$ cat config.mk
export PLATFORM = sky130hd
export DESIGN_NAME = hrs_sequencer
export DESIGN_NICKNAME = d
export VERILOG_FILES = /design/src/common/hrs_pkg.sv /design/src/hw/hrs_timer.sv /design/src/hw/hrs_sequencer.sv
export VERILOG_INCLUDE_DIRS = /design/src /design/src/common
export SDC_FILE = /design/constraint.sdc
export NUM_CORES = 1
export LEC_CHECK = 0
export CORE_MARGIN = 5
export CORE_UTILIZATION = 58
export CTS_CLUSTER_SIZE = 40
export DETAILED_ROUTE_END_ITERATION = 12
export DONT_BUFFER_PORTS = 1
export PLACE_DENSITY = 0.74
export SYNTH_ARGS = -nofsm -noshare
export SYNTH_HDL_FRONTEND = slang
export SYNTH_HIERARCHICAL = 1
export SYNTH_SLANG_ARGS = --single-unit
$ cat constraint.sdc
create_clock -name ref_clk_i -period 4.3 [get_ports ref_clk_i]
set_input_delay 0.43 -clock ref_clk_i [delete_from_list [all_inputs] [get_ports ref_clk_i]]
set_output_delay 0.43 -clock ref_clk_i [all_outputs]
set_load 0.005 [all_outputs]
$ cat src/common/hrs_consts.svh
// Timing constants and field values for the hub reset and configuration sequencer
`ifndef HRS_CONSTS_SVH
`define HRS_CONSTS_SVH
`define HRS_CLK_HZ            10000000
`define HRS_STAB_MAX_US       500
`define HRS_STAB_CYC          ((`HRS_STAB_MAX_US * (`HRS_CLK_HZ / 1000000)))
`define HRS_EE_MAX_US         99500
`define HRS_EE_MAX_CYC        ((`HRS_EE_MAX_US * (`HRS_CLK_HZ / 1000000)))
`define HRS_ATTACH_MAX_US     100000
`define HRS_ATTACH_CYC        ((`HRS_ATTACH_MAX_US * (`HRS_CLK_HZ / 1000000)))
`define HRS_SMB_BP_MAX_US     99500
`define HRS_SMB_BP_MAX_CYC    ((`HRS_SMB_BP_MAX_US * (`HRS_CLK_HZ / 1000000)))
`define HRS_REQ_MAX_US        5000
`define HRS_REQ_MAX_CYC       ((`HRS_REQ_MAX_US * (`HRS_CLK_HZ / 1000000)))
`define HRS_DEFAULT_ADDR      7'h00
`define HRS_CNT_W             20
`endif

$ cat src/common/hrs_pkg.sv
// Types shared by the hub reset and configuration sequencer
`default_nettype none
package hrs_pkg;
    typedef enum logic [6:0] {
        HRS_ST_STAB   = 7'h01,
        HRS_ST_EE     = 7'h02,
        HRS_ST_SMB    = 7'h04,
        HRS_ST_CFG    = 7'h08,
        HRS_ST_ATTACH = 7'h10,
        HRS_ST_RUN    = 7'h20,
        HRS_ST_FAULT  = 7'h40
    } hrs_state_t;

    typedef struct packed {
        logic       configured;
        logic       suspended;
        logic [6:0] dev_addr;
    } hrs_usb_state_t;
endpackage
`default_nettype wire

$ cat src/hw/hrs_timer.sv
// Down-counting cycle timer with one-cycle expiry pulse
`timescale 1ns/1ps
`default_nettype none
`include "hrs_consts.svh"
module hrs_timer (
    input  wire logic                  ref_clk_i,
    input  wire logic                  rst_b_i,
    input  wire logic                  load_i,
    input  wire logic [`HRS_CNT_W-1:0] count_i,
    output logic                       busy_o,
    output logic                       expire_o
);
    logic [`HRS_CNT_W-1:0] cnt_reg;
    logic [`HRS_CNT_W-1:0] cnt_next;
    logic                  exp_reg;
    logic                  exp_next;

    always_comb begin
        cnt_next = cnt_reg;
        exp_next = 1'b0;
        if (load_i) begin
            cnt_next = count_i;
        end else if (cnt_reg != '0) begin
            cnt_next = cnt_reg - `HRS_CNT_W'(1);
            exp_next = (cnt_reg == `HRS_CNT_W'(1));
        end
    end

    always_ff @(posedge ref_clk_i or negedge rst_b_i) begin
        if (!rst_b_i) begin
            cnt_reg <= '0;
            exp_reg <= 1'b0;
        end else begin
            cnt_reg <= cnt_next;
            exp_reg <= exp_next;
        end
    end

    assign busy_o   = (cnt_reg != '0);
    assign expire_o = exp_reg;
endmodule
`default_nettype wire

$ cat src/hw/hrs_sequencer.sv
// Hub start-up sequencing, configuration load supervision and bus-reset handling
// Summary of operation
// - After reset release the hub waits its 500 us stabilisation time before configuring.
// - In EEPROM mode the configuration read must finish within 99.5 ms, else a fault is flagged.
// - In EEPROM mode the hub attaches upstream at most 100 ms after configuration completes.
// - After bus reset and idle, every host request is answered within 5 ms; the code only raises req_timeout_o when req_done_i misses that limit.
// - In SMBus mode the hub attaches at most 100 ms after the load ends.
// - A self-powered hub configured over SMBus waits for the load however long it takes.
// - A bus reset returns the device address to zero.
// - A bus reset returns the hub to the unconfigured state.
// - A bus reset switches off power to both downstream ports.
// - A bus reset discards all transaction translator buffers.
// - A bus reset while suspended makes the hub active again.
// - An upstream bus reset is never passed to downstream devices.
// - Once the stabilisation time ends the hub starts the EEPROM fetch unless SMBus mode is chosen.
`timescale 1ns/1ps
`default_nettype none
`include "hrs_consts.svh"
module hrs_sequencer (
    input  wire logic       ref_clk_i,
    input  wire logic       rst_b_i,
    input  wire logic       smbus_mode_i,
    input  wire logic       self_powered_i,
    input  wire logic       ee_done_i,
    input  wire logic       smb_load_done_i,
    input  wire logic       cfg_apply_done_i,
    input  wire logic       bus_reset_i,
    input  wire logic       suspend_i,
    input  wire logic       set_addr_i,
    input  wire logic [6:0] set_addr_val_i,
    input  wire logic       set_config_i,
    input  wire logic [1:0] port_power_req_i,
    input  wire logic       req_start_i,
    input  wire logic       req_done_i,
    output logic            ee_fetch_start_o,
    output logic            cfg_apply_start_o,
    output logic            attach_o,
    output logic [1:0]      downstream_port_power_en_o,
    output logic            downstream_reset_o,
    output logic            tt_flush_o,
    output logic            suspended_o,
    output logic            configured_o,
    output logic [6:0]      dev_addr_o,
    output logic            cfg_fault_o,
    output logic            req_timeout_o
);
    hrs_pkg::hrs_state_t     st_reg;
    hrs_pkg::hrs_state_t     st_next;
    hrs_pkg::hrs_usb_state_t usb_reg;
    hrs_pkg::hrs_usb_state_t usb_next;
    logic [1:0]              pwr_reg;
    logic [1:0]              pwr_next;
    logic                    start_reg;
    logic                    start_next;
    logic                    apply_reg;
    logic                    apply_next;
    logic                    flush_reg;
    logic                    flush_next;
    logic                    fault_reg;
    logic                    fault_next;
    logic                    req_act_reg;
    logic                    req_act_next;
    logic                    rto_reg;
    logic                    rto_next;
    logic                    smb_was_reg;
    logic                    smb_was_next;

    logic                    tmr_load;
    logic [`HRS_CNT_W-1:0]   tmr_count;
    logic                    tmr_exp;
    logic                    rq_load;
    logic                    rq_exp;
    logic                    armed_reg;
    logic                    stab_load;

    // Phase timer shared by every sequencing step
    hrs_timer u_phase_tmr (
        .ref_clk_i (ref_clk_i),
        .rst_b_i   (rst_b_i),
        .load_i    (tmr_load),
        .count_i   (tmr_count),
        .busy_o    (),
        .expire_o  (tmr_exp)
    );

    // Separate request timer so bus activity never disturbs sequencing
    hrs_timer u_req_tmr (
        .ref_clk_i (ref_clk_i),
        .rst_b_i   (rst_b_i),
        .load_i    (rq_load),
        .count_i   (`HRS_CNT_W'(`HRS_REQ_MAX_CYC)),
        .busy_o    (),
        .expire_o  (rq_exp)
    );

    always_comb begin
        st_next      = st_reg;
        start_next   = 1'b0;
        apply_next   = 1'b0;
        fault_next   = fault_reg;
        smb_was_next = smb_was_reg;
        tmr_load     = 1'b0;
        tmr_count    = '0;
        case (st_reg)
            hrs_pkg::HRS_ST_STAB: begin
                if (stab_load) begin
                    tmr_load  = 1'b1;
                    tmr_count = `HRS_CNT_W'(`HRS_STAB_CYC);
                end else if (tmr_exp) begin
                    tmr_load = 1'b1;
                    smb_was_next = smbus_mode_i;
                    if (smbus_mode_i) begin
                        st_next   = hrs_pkg::HRS_ST_SMB;
                        tmr_count = `HRS_CNT_W'(`HRS_SMB_BP_MAX_CYC);
                    end else begin
                        st_next    = hrs_pkg::HRS_ST_EE;
                        start_next = 1'b1;
                        tmr_count  = `HRS_CNT_W'(`HRS_EE_MAX_CYC);
                    end
                end
            end
            hrs_pkg::HRS_ST_EE: begin
                if (ee_done_i) begin
                    st_next    = hrs_pkg::HRS_ST_CFG;
                    apply_next = 1'b1;
                    tmr_load   = 1'b1;
                    tmr_count  = `HRS_CNT_W'(`HRS_ATTACH_CYC);
                end else if (tmr_exp) begin
                    st_next    = hrs_pkg::HRS_ST_FAULT;
                    fault_next = 1'b1;
                end
            end
            hrs_pkg::HRS_ST_SMB: begin
                if (smb_load_done_i) begin
                    st_next    = hrs_pkg::HRS_ST_CFG;
                    apply_next = 1'b1;
                    tmr_load   = 1'b1;
                    tmr_count  = `HRS_CNT_W'(`HRS_ATTACH_CYC);
                end else if (tmr_exp && !self_powered_i) begin
                    st_next    = hrs_pkg::HRS_ST_FAULT;
                    fault_next = 1'b1;
                end
                // Self-powered: no limit, keep waiting for the host
            end
            hrs_pkg::HRS_ST_CFG: begin
                // Attach as soon as the configuration is applied, forced at limit
                if (cfg_apply_done_i || tmr_exp) begin
                    st_next = hrs_pkg::HRS_ST_ATTACH;
                end
            end
            hrs_pkg::HRS_ST_ATTACH: begin
                st_next = hrs_pkg::HRS_ST_RUN;
            end
            hrs_pkg::HRS_ST_RUN: begin
                st_next = hrs_pkg::HRS_ST_RUN;
            end
            hrs_pkg::HRS_ST_FAULT: begin
                st_next = hrs_pkg::HRS_ST_FAULT;
            end
            default: begin
                st_next = hrs_pkg::HRS_ST_FAULT;
            end
        endcase
    end

    // USB device state, port power and translator flush
    always_comb begin
        usb_next   = usb_reg;
        pwr_next   = pwr_reg;
        flush_next = 1'b0;
        if (bus_reset_i) begin
            usb_next.dev_addr   = `HRS_DEFAULT_ADDR;
            usb_next.configured = 1'b0;
            usb_next.suspended  = 1'b0;
            pwr_next            = 2'h0;
            flush_next          = 1'b1;
        end else if (st_reg == hrs_pkg::HRS_ST_RUN) begin
            if (set_addr_i) begin
                usb_next.dev_addr = set_addr_val_i;
            end
            if (set_config_i) begin
                usb_next.configured = 1'b1;
            end
            usb_next.suspended = suspend_i;
            pwr_next = usb_reg.configured ? port_power_req_i : 2'h0;
        end
    end

    // Request completion watchdog
    always_comb begin
        req_act_next = req_act_reg;
        rto_next     = 1'b0;
        rq_load      = 1'b0;
        if (bus_reset_i || req_done_i) begin
            req_act_next = 1'b0;
        end else if (req_start_i && st_reg == hrs_pkg::HRS_ST_RUN) begin
            req_act_next = 1'b1;
            rq_load      = 1'b1;
        end else if (req_act_reg && rq_exp) begin
            req_act_next = 1'b0;
            rto_next     = 1'b1;
        end
    end

    always_ff @(posedge ref_clk_i or negedge rst_b_i) begin
        if (!rst_b_i) begin
            st_reg      <= hrs_pkg::HRS_ST_STAB;
            usb_reg     <= '0;
            pwr_reg     <= 2'h0;
            start_reg   <= 1'b0;
            apply_reg   <= 1'b0;
            flush_reg   <= 1'b0;
            fault_reg   <= 1'b0;
            req_act_reg <= 1'b0;
            rto_reg     <= 1'b0;
            smb_was_reg <= 1'b0;
        end else begin
            st_reg      <= st_next;
            usb_reg     <= usb_next;
            pwr_reg     <= pwr_next;
            start_reg   <= start_next;
            apply_reg   <= apply_next;
            flush_reg   <= flush_next;
            fault_reg   <= fault_next;
            req_act_reg <= req_act_next;
            rto_reg     <= rto_next;
            smb_was_reg <= smb_was_next;
        end
    end

    // Stabilisation timer armed by the first edge after release
    always_ff @(posedge ref_clk_i or negedge rst_b_i) begin
        if (!rst_b_i) begin
            armed_reg <= 1'b0;
        end else begin
            armed_reg <= 1'b1;
        end
    end

    assign ee_fetch_start_o           = start_reg;
    assign cfg_apply_start_o          = apply_reg;
    assign attach_o                   = (st_reg == hrs_pkg::HRS_ST_RUN);
    assign downstream_port_power_en_o = pwr_reg;
    assign downstream_reset_o         = 1'b0;
    assign tt_flush_o                 = flush_reg;
    assign suspended_o                = usb_reg.suspended;
    assign configured_o               = usb_reg.configured;
    assign dev_addr_o                 = usb_reg.dev_addr;
    assign cfg_fault_o                = fault_reg;
    assign req_timeout_o              = rto_reg;

    // Phase timer takes the stabilisation count at the first edge after release
    assign stab_load = !armed_reg;

    property p_stab_min;
        @(posedge ref_clk_i) disable iff (!rst_b_i)
        $rose(armed_reg) |-> (st_reg == hrs_pkg::HRS_ST_STAB) [*8];
    endproperty
    a_stab_min: assert property (p_stab_min) else $error("left stabilisation early");

    property p_ee_start;
        @(posedge ref_clk_i) disable iff (!rst_b_i)
        (st_reg == hrs_pkg::HRS_ST_STAB && st_next == hrs_pkg::HRS_ST_EE) |=> ee_fetch_start_o;
    endproperty
    a_ee_start: assert property (p_ee_start) else $error("EEPROM fetch not started");

    property p_bus_reset_addr;
        @(posedge ref_clk_i) disable iff (!rst_b_i)
        bus_reset_i |=> (dev_addr_o == 7'h00 && !configured_o && !suspended_o);
    endproperty
    a_bus_reset_addr: assert property (p_bus_reset_addr) else $error("bus reset state");

    property p_bus_reset_pwr;
        @(posedge ref_clk_i) disable iff (!rst_b_i)
        bus_reset_i |=> (downstream_port_power_en_o == 2'h0) && tt_flush_o;
    endproperty
    a_bus_reset_pwr: assert property (p_bus_reset_pwr) else $error("power or flush");

    property p_no_fwd;
        @(posedge ref_clk_i) disable iff (!rst_b_i)
        bus_reset_i |-> ##[0:2] !downstream_reset_o;
    endproperty
    a_no_fwd: assert property (p_no_fwd) else $error("reset forwarded");

    property p_self_wait;
        @(posedge ref_clk_i) disable iff (!rst_b_i)
        (st_reg == hrs_pkg::HRS_ST_SMB && self_powered_i && !smb_load_done_i)
            |=> (st_reg == hrs_pkg::HRS_ST_SMB);
    endproperty
    a_self_wait: assert property (p_self_wait) else $error("self-powered wait broken");

    property p_attach_follow;
        @(posedge ref_clk_i) disable iff (!rst_b_i)
        (st_reg == hrs_pkg::HRS_ST_CFG && cfg_apply_done_i) |-> ##2 attach_o;
    endproperty
    a_attach_follow: assert property (p_attach_follow) else $error("late attach");

    property p_cfg_fault;
        @(posedge ref_clk_i) disable iff (!rst_b_i)
        (st_reg == hrs_pkg::HRS_ST_EE && tmr_exp && !ee_done_i) |=> cfg_fault_o;
    endproperty
    a_cfg_fault: assert property (p_cfg_fault) else $error("EEPROM timeout missed");
endmodule
`default_nettype wire

; Yosys cells after proc, flatten, opt, wreduce, memory -nomap -nowiden
; Index checks and enable logic that the tools add are counted.
[word_totals]
latchBits = 0
ram_bits = 0
output_inout_bits = 18
mem_bits_ro = 0
regBits = 67
input_bits = 22
memories = 0
[classes]
n_mul = 0
n_eq_ne = 17
reduce_logical = 20
bitwise = 0
div = 0
n_addsub = 2
n_lt_le_gt_ge = 0
muxes = 53
n_shift = 0
[ops]
columns = cell, count
row1 = $mux 20, 8
row2 = $pmux 20 s3, 1
row3 = $mux 7, 8
row4 = $eq 20x1->1 const B, 2
row5 = $reduce_bool 20->1, 2
row6 = $sub 20x1->20 const B, 2
row7 = $pmux 7 s5, 1
row8 = $mux 1, 26
row9 = $mux 9, 2
row10 = $reduce_bool 2->1, 6
row11 = $ne 2x2->1 const B, 5
row12 = $reduce_and 5->1, 2
row13 = $eq 7x1->1 const B, 1
row14 = $eq 7x2->1 const B, 1
row15 = $eq 7x3->1 const B, 1
row16 = $eq 7x4->1 const B, 1
row17 = $eq 7x5->1 const B, 1
row18 = $eq 7x6->1 const B, 1
row19 = $mux 2, 3
row20 = $ne 2x1->1 const B, 2
row21 = $pmux 1 s2, 2
row22 = $reduce_and 2->1, 2
row23 = $logic_and 1x1->1, 3
row24 = $mux 3, 1
row25 = other kinds (7), 8

; Longest topological paths before layout
[logic_depth]
word_depth = 5
ltp_mapped = 9
mapped_depth_nobuf = 8

; By module
; Netlist, hierarchy kept.
[modules_own_cells]
columns = mod, cells_each, seq_area_each_um2, area_each_um2, n_inst
row1 = hrs_timer, 145, 525.5, 1313.8, 2
row2 = hrs_sequencer, 122, 626.9, 1198.6, 1

; Least setup slack after synthesis
; Ideal clock, no wire load.
[synth_timing]
path_kind = flip-flop to flip-flop
from = register st_reg[0]
to = register u_phase_tmr.exp_reg (netlist: u_phase_tmr/expire_o)
setup_slack_ps = 2178
path_stages_with_launch = 8
arrival_ps = 2021
required_time_ps = 4199
path_buffers = 1
synth_period_minus_slack_ps = 2122
path_cell_list = dfstp_2 -> nor3_4 -> and3_1 -> a32oi_1 -> nand2b_1 -> clkbuf_1 -> or3b_2 -> nor4_1
[synth_between]
elab_chain_cells = 3
elab_cells_between_ends = 5
classes_between = 3 x eq/ne / 2 x mux
[synth_lines]
columns = item, line_no
row1 = "start, declared", hrs_sequencer.sv:47  ; hrs_pkg::hrs_state_t st_reg;
row2 = "start signal, assigned", hrs_sequencer.sv:207  ; st_reg <= hrs_pkg::HRS_ST_STAB;
row3 = "start signal, assigned", hrs_sequencer.sv:218  ; st_reg <= st_next;
row4 = "$eq 7x3->1, or another cell as far along", hrs_sequencer.sv:104  ; case (st_reg)
row5 = $pmux 1 s3 (*), hrs_sequencer.sv:104
row6 = $mux 1 (*), hrs_timer.sv:21  ; if (load_i) begin
row7 = named net u_phase_tmr.exp_next, hrs_timer.sv:16  ; logic exp_next;
row8 = "end signal, assigned", hrs_timer.sv:35  ; exp_reg <= exp_next;
row9 = "end, declared", hrs_timer.sv:15  ; logic exp_reg;
; Mark *: on every way through the listed nets, which the timed path passes. The rest lies on a longest branch.
; A chain may end at the register's enable or synchronous reset.

; Worst setup path in the final report
[layout_timing]
from = register st_reg[5]
to = register u_phase_tmr.cnt_reg[14]
[layout_between]
elab_chain_cells = 3
elab_cells_between_ends = 7
classes_between = 3 x eq/ne / 3 x mux / 1 x reduce/logical
[layout_lines]
columns = item, line_no
row1 = "$eq 7x3->1, or another cell as far along", hrs_sequencer.sv:104
row2 = $pmux 20 s3 / $pmux 1 s3 (equally long branches), hrs_sequencer.sv:104
row3 = $mux 20 / $reduce_bool 2->1 (equally long branches), -
row4 = "end signal, assigned", hrs_timer.sv:34  ; cnt_reg <= cnt_next;
row5 = "end, declared", hrs_timer.sv:13  ; logic [`HRS_CNT_W-1:0] cnt_reg;
; Parallel ways exist; a longest one is shown, timed or not.

==> results.yml <==
status:
  status: "complete, no violations"
yosys:
  ys_seq_elements: 67
  synth.area.top_cells: "dfrtp_1 43%, nand2_1 5.8%, xor2_1 4.6%"
  yosys.area.top_type: "dfrtp_1"
  ys_seq_area_share_pct: 43.9
  synth_common_cells: "66 x dfrtp_1, 59 x nand2_1, 26 x nor2_1"
  synth_edf_count: 0
  synth-main-ff-cell: "dfrtp_1"
  synth.most_common_cell: "dfrtp_1"
  synth_top_area_share_pct: 43.2
  postSynthCellCount: 412
  yosysWarnings: 6
  netlist-cell-type-count: 55
  synthArstFlopShare_pct: 100
  avgSynthCellArea_um2: 9.29
  syn-cell-area_mm2: 0.00383
clock_tree:
  cts.sinks: 67
  cts_buffers: 9
  clk_pin_slew_ns: 0.07
  cts_max_path_buffers: 2
  cts_root_buf: "clkbuf_8"
  clk_latency_ns: 0.34
  post_cts_buffers: 0
  cts_max_level: 3
  tritoncts: "done"
cells_and_area:
  multi_input_area_mm2: 0.00205
  design_area_mm2: 0.00420
  antenna_cells: 0
  drive_gt1_share_pct: 9.13
  register_area_mm2: 0.00168
  areaGrowthSynthToFinish_pct: 9.71
  fillers: 540
  fin_nets: 461
setup_path:
  arrival_ns: 3.06
  rr_startpoint: "st_reg[5]"
  crit_required_ns: 4.50
  worstSetupPathType: "reg -> reg"
  reg2reg_to: "u_phase_tmr/cnt_reg[14]"
  cp-start-kind: "register"
  r2r_cells: 8
  path_max_fanout: 22
  r2r_slack_ns: 1.44
  endpoint_kind: "register"
detailed_routing:
  first_iter_violations: 173
  vias: 3017
  routed_wl_um: 8020
  drtAntennaViolNets: 0
  drtPass1Iterations: 4
  drc: 0
  wire_per_inst_um: 15.6
  via_per_inst: 5.86
place:
  gp_routability_congestion: 0.866
  preCtsSetupSlack_ns: 1.45
  dp_hpwl_um: 5540
  postPlaceCellArea_mm2: 0.00392
  portBuffers: 0
global_routing:
  grt.met3_usage_pct: 5.12
  grt_overflow_total: 0
  grt_first_pass_wirelength_um: 13800
  grtUsageTotal_pct: 19.9
  grt_max_degree: 68
  grt_pass1_vias: 2928
  antenna_found_initial: 0
  gr-usage-met2_pct: 30.6
  use_met1_pct: 27.9
  grt.busiest_layer: "met2"
worst_hold_path:
  hp-class: "in -> reg"
  hold_path_depth: 0
  hold_start: "bus_reset_i"
  holdPathEnd: "tt_flush_o"
sta:
  maxSlewHeadroom_pct: 41.8
  max_clock_freq_mhz: 350
  drv_slew: 0
  final-setup-viol-count: 0
  setup_slack_ns: 1.44
  rsz0062_at_grt: "false"
  fin_tns_setup_ns: 0
  final-hold-violation-count: 0
  timing.final.crit_period_ns: 2.86
  finalCritPeriodShare_pct: 66.5
  finalClockSkew_ns: 0.00753
  tightest_slew_ns: 0.866
  holdWs_ns: 0.114
floorplan:
  initial_core_util_pct: 59.9
  die_y_um: 91.2
  io_pins: 40
  die_area_mm2: 0.00832
  fp-row-count: 29
  die_w_um: 91.2
  coreArea_mm2: 0.00639
power:
  p_per_area_mw_per_mm2: 424
  ir_drop_mv: 0.310
  power_mw: 1.78
  p_leak_nw: 1.65
run:
  cap_violations: 0
## cells in the final DEF (no fill, tap or decap), drive strengths merged, types with 5 or more instances in the layout
master / n
and2: 5
nand3: 19
o21ai: 19
clkbuf: 12
nor3: 12
nor2b: 9
conb: 26
nor4: 18
dfrtp: 66
ha: 6
nand4: 10
a21oi: 18
nor2: 26
o31ai: 20
o21a: 5
xor2: 20
nand2: 59
inv: 18
xnor2: 6
## power by group
part / internal [mW] / switching (mW) / leakage [nW] / total [mW]
Clock: 0.402 / 0.236 / 0.117 / 0.637
Sequential: 0.700 / 0.102 / 0.857 / 0.802
Combinational: 0.156 / 0.186 / 0.673 / 0.342
Total: 1.26 / 0.524 / 1.65 / 1.78
## cell families (layout without fill, tap and decap cells)
| group | after synthesis | count (layout) | synth area share, % |
|---|---|---|---|
| AOI/OAI and AO/OA | 89 | 89 | 16.2 |
| buffers and inverters | 37 | 39 | 4.97 |
| and+or+nand+nor | 184 | 184 | 26.6 |
| xor gates and xnor gates | 26 | 26 | 5.95 |
| other | 2 | 26 | 0.196 |
| DFF | 67 | 67 | 43.9 |
| adders and majority gates | 6 | 6 | 1.96 |
| muxes | 1 | 1 | 0.262 |
## metal layers
| layer | routed length, um | share of wire, % | vias to the layer above |
|---|---|---|---|
| met3 | 464 | 5.8 | 10 |
| met5 | 0 | 0 | - |
| li1 | - | - | 1501 |
| met2 | 3690 | 46 | 83 |
| met1 | 3770 | 47 | 1423 |
| met4 | 97 | 1.2 | 0 |
## worst max-delay path, stage by stage, from the launching register on
cell	delay, ns
dfrtp_1	0.42
nor3_1	0.29
and2_1	0.23
nand2_1	0.08
a21oi_1	0.28
nand2b_1	0.61
buf_4	0.36
o21bai_1	0.25
o21ai_0	0.17
## how the worst max path moves through the flow
stage                     slack [ns]                      end      start
after global routing            1.15  u_phase_tmr/cnt_reg[15]  st_reg[5]
final                           1.44  u_phase_tmr/cnt_reg[14]  st_reg[5]
after global placement          1.49  u_phase_tmr/cnt_reg[10]  st_reg[5]
after CTS                       1.43  u_phase_tmr/cnt_reg[14]  st_reg[5]
after floorplan                 2.18     u_phase_tmr/expire_o  st_reg[0]
after detailed placement        1.45  u_phase_tmr/cnt_reg[14]  st_reg[5]
## stage by stage
step	utilization, %	cells
floorplan	-	436
global placement	61.3	497
detailed placement	61.3	497
CTS	65.7	515
global route	65.7	515
finish	65.7	515
## cell type report
| class | instances | area share, % |
|---|---|---|
| multi-input combinational | 332 | 48.9 |
| sequential | 67 | 40.0 |
| clock buffer | 12 | 3.46 |
| clock inverter | 4 | 2.32 |
| tap | 77 | 2.30 |
| inverter | 18 | 1.61 |
| timing repair buffer | 5 | 1.43 |
## repair_timing
action                    CTS  global route
gates resized for setup     0             0
hold buffers                2             0
hold endpoints to repair   67             0
No activity file was read; power rests on OpenSTA's default activity.
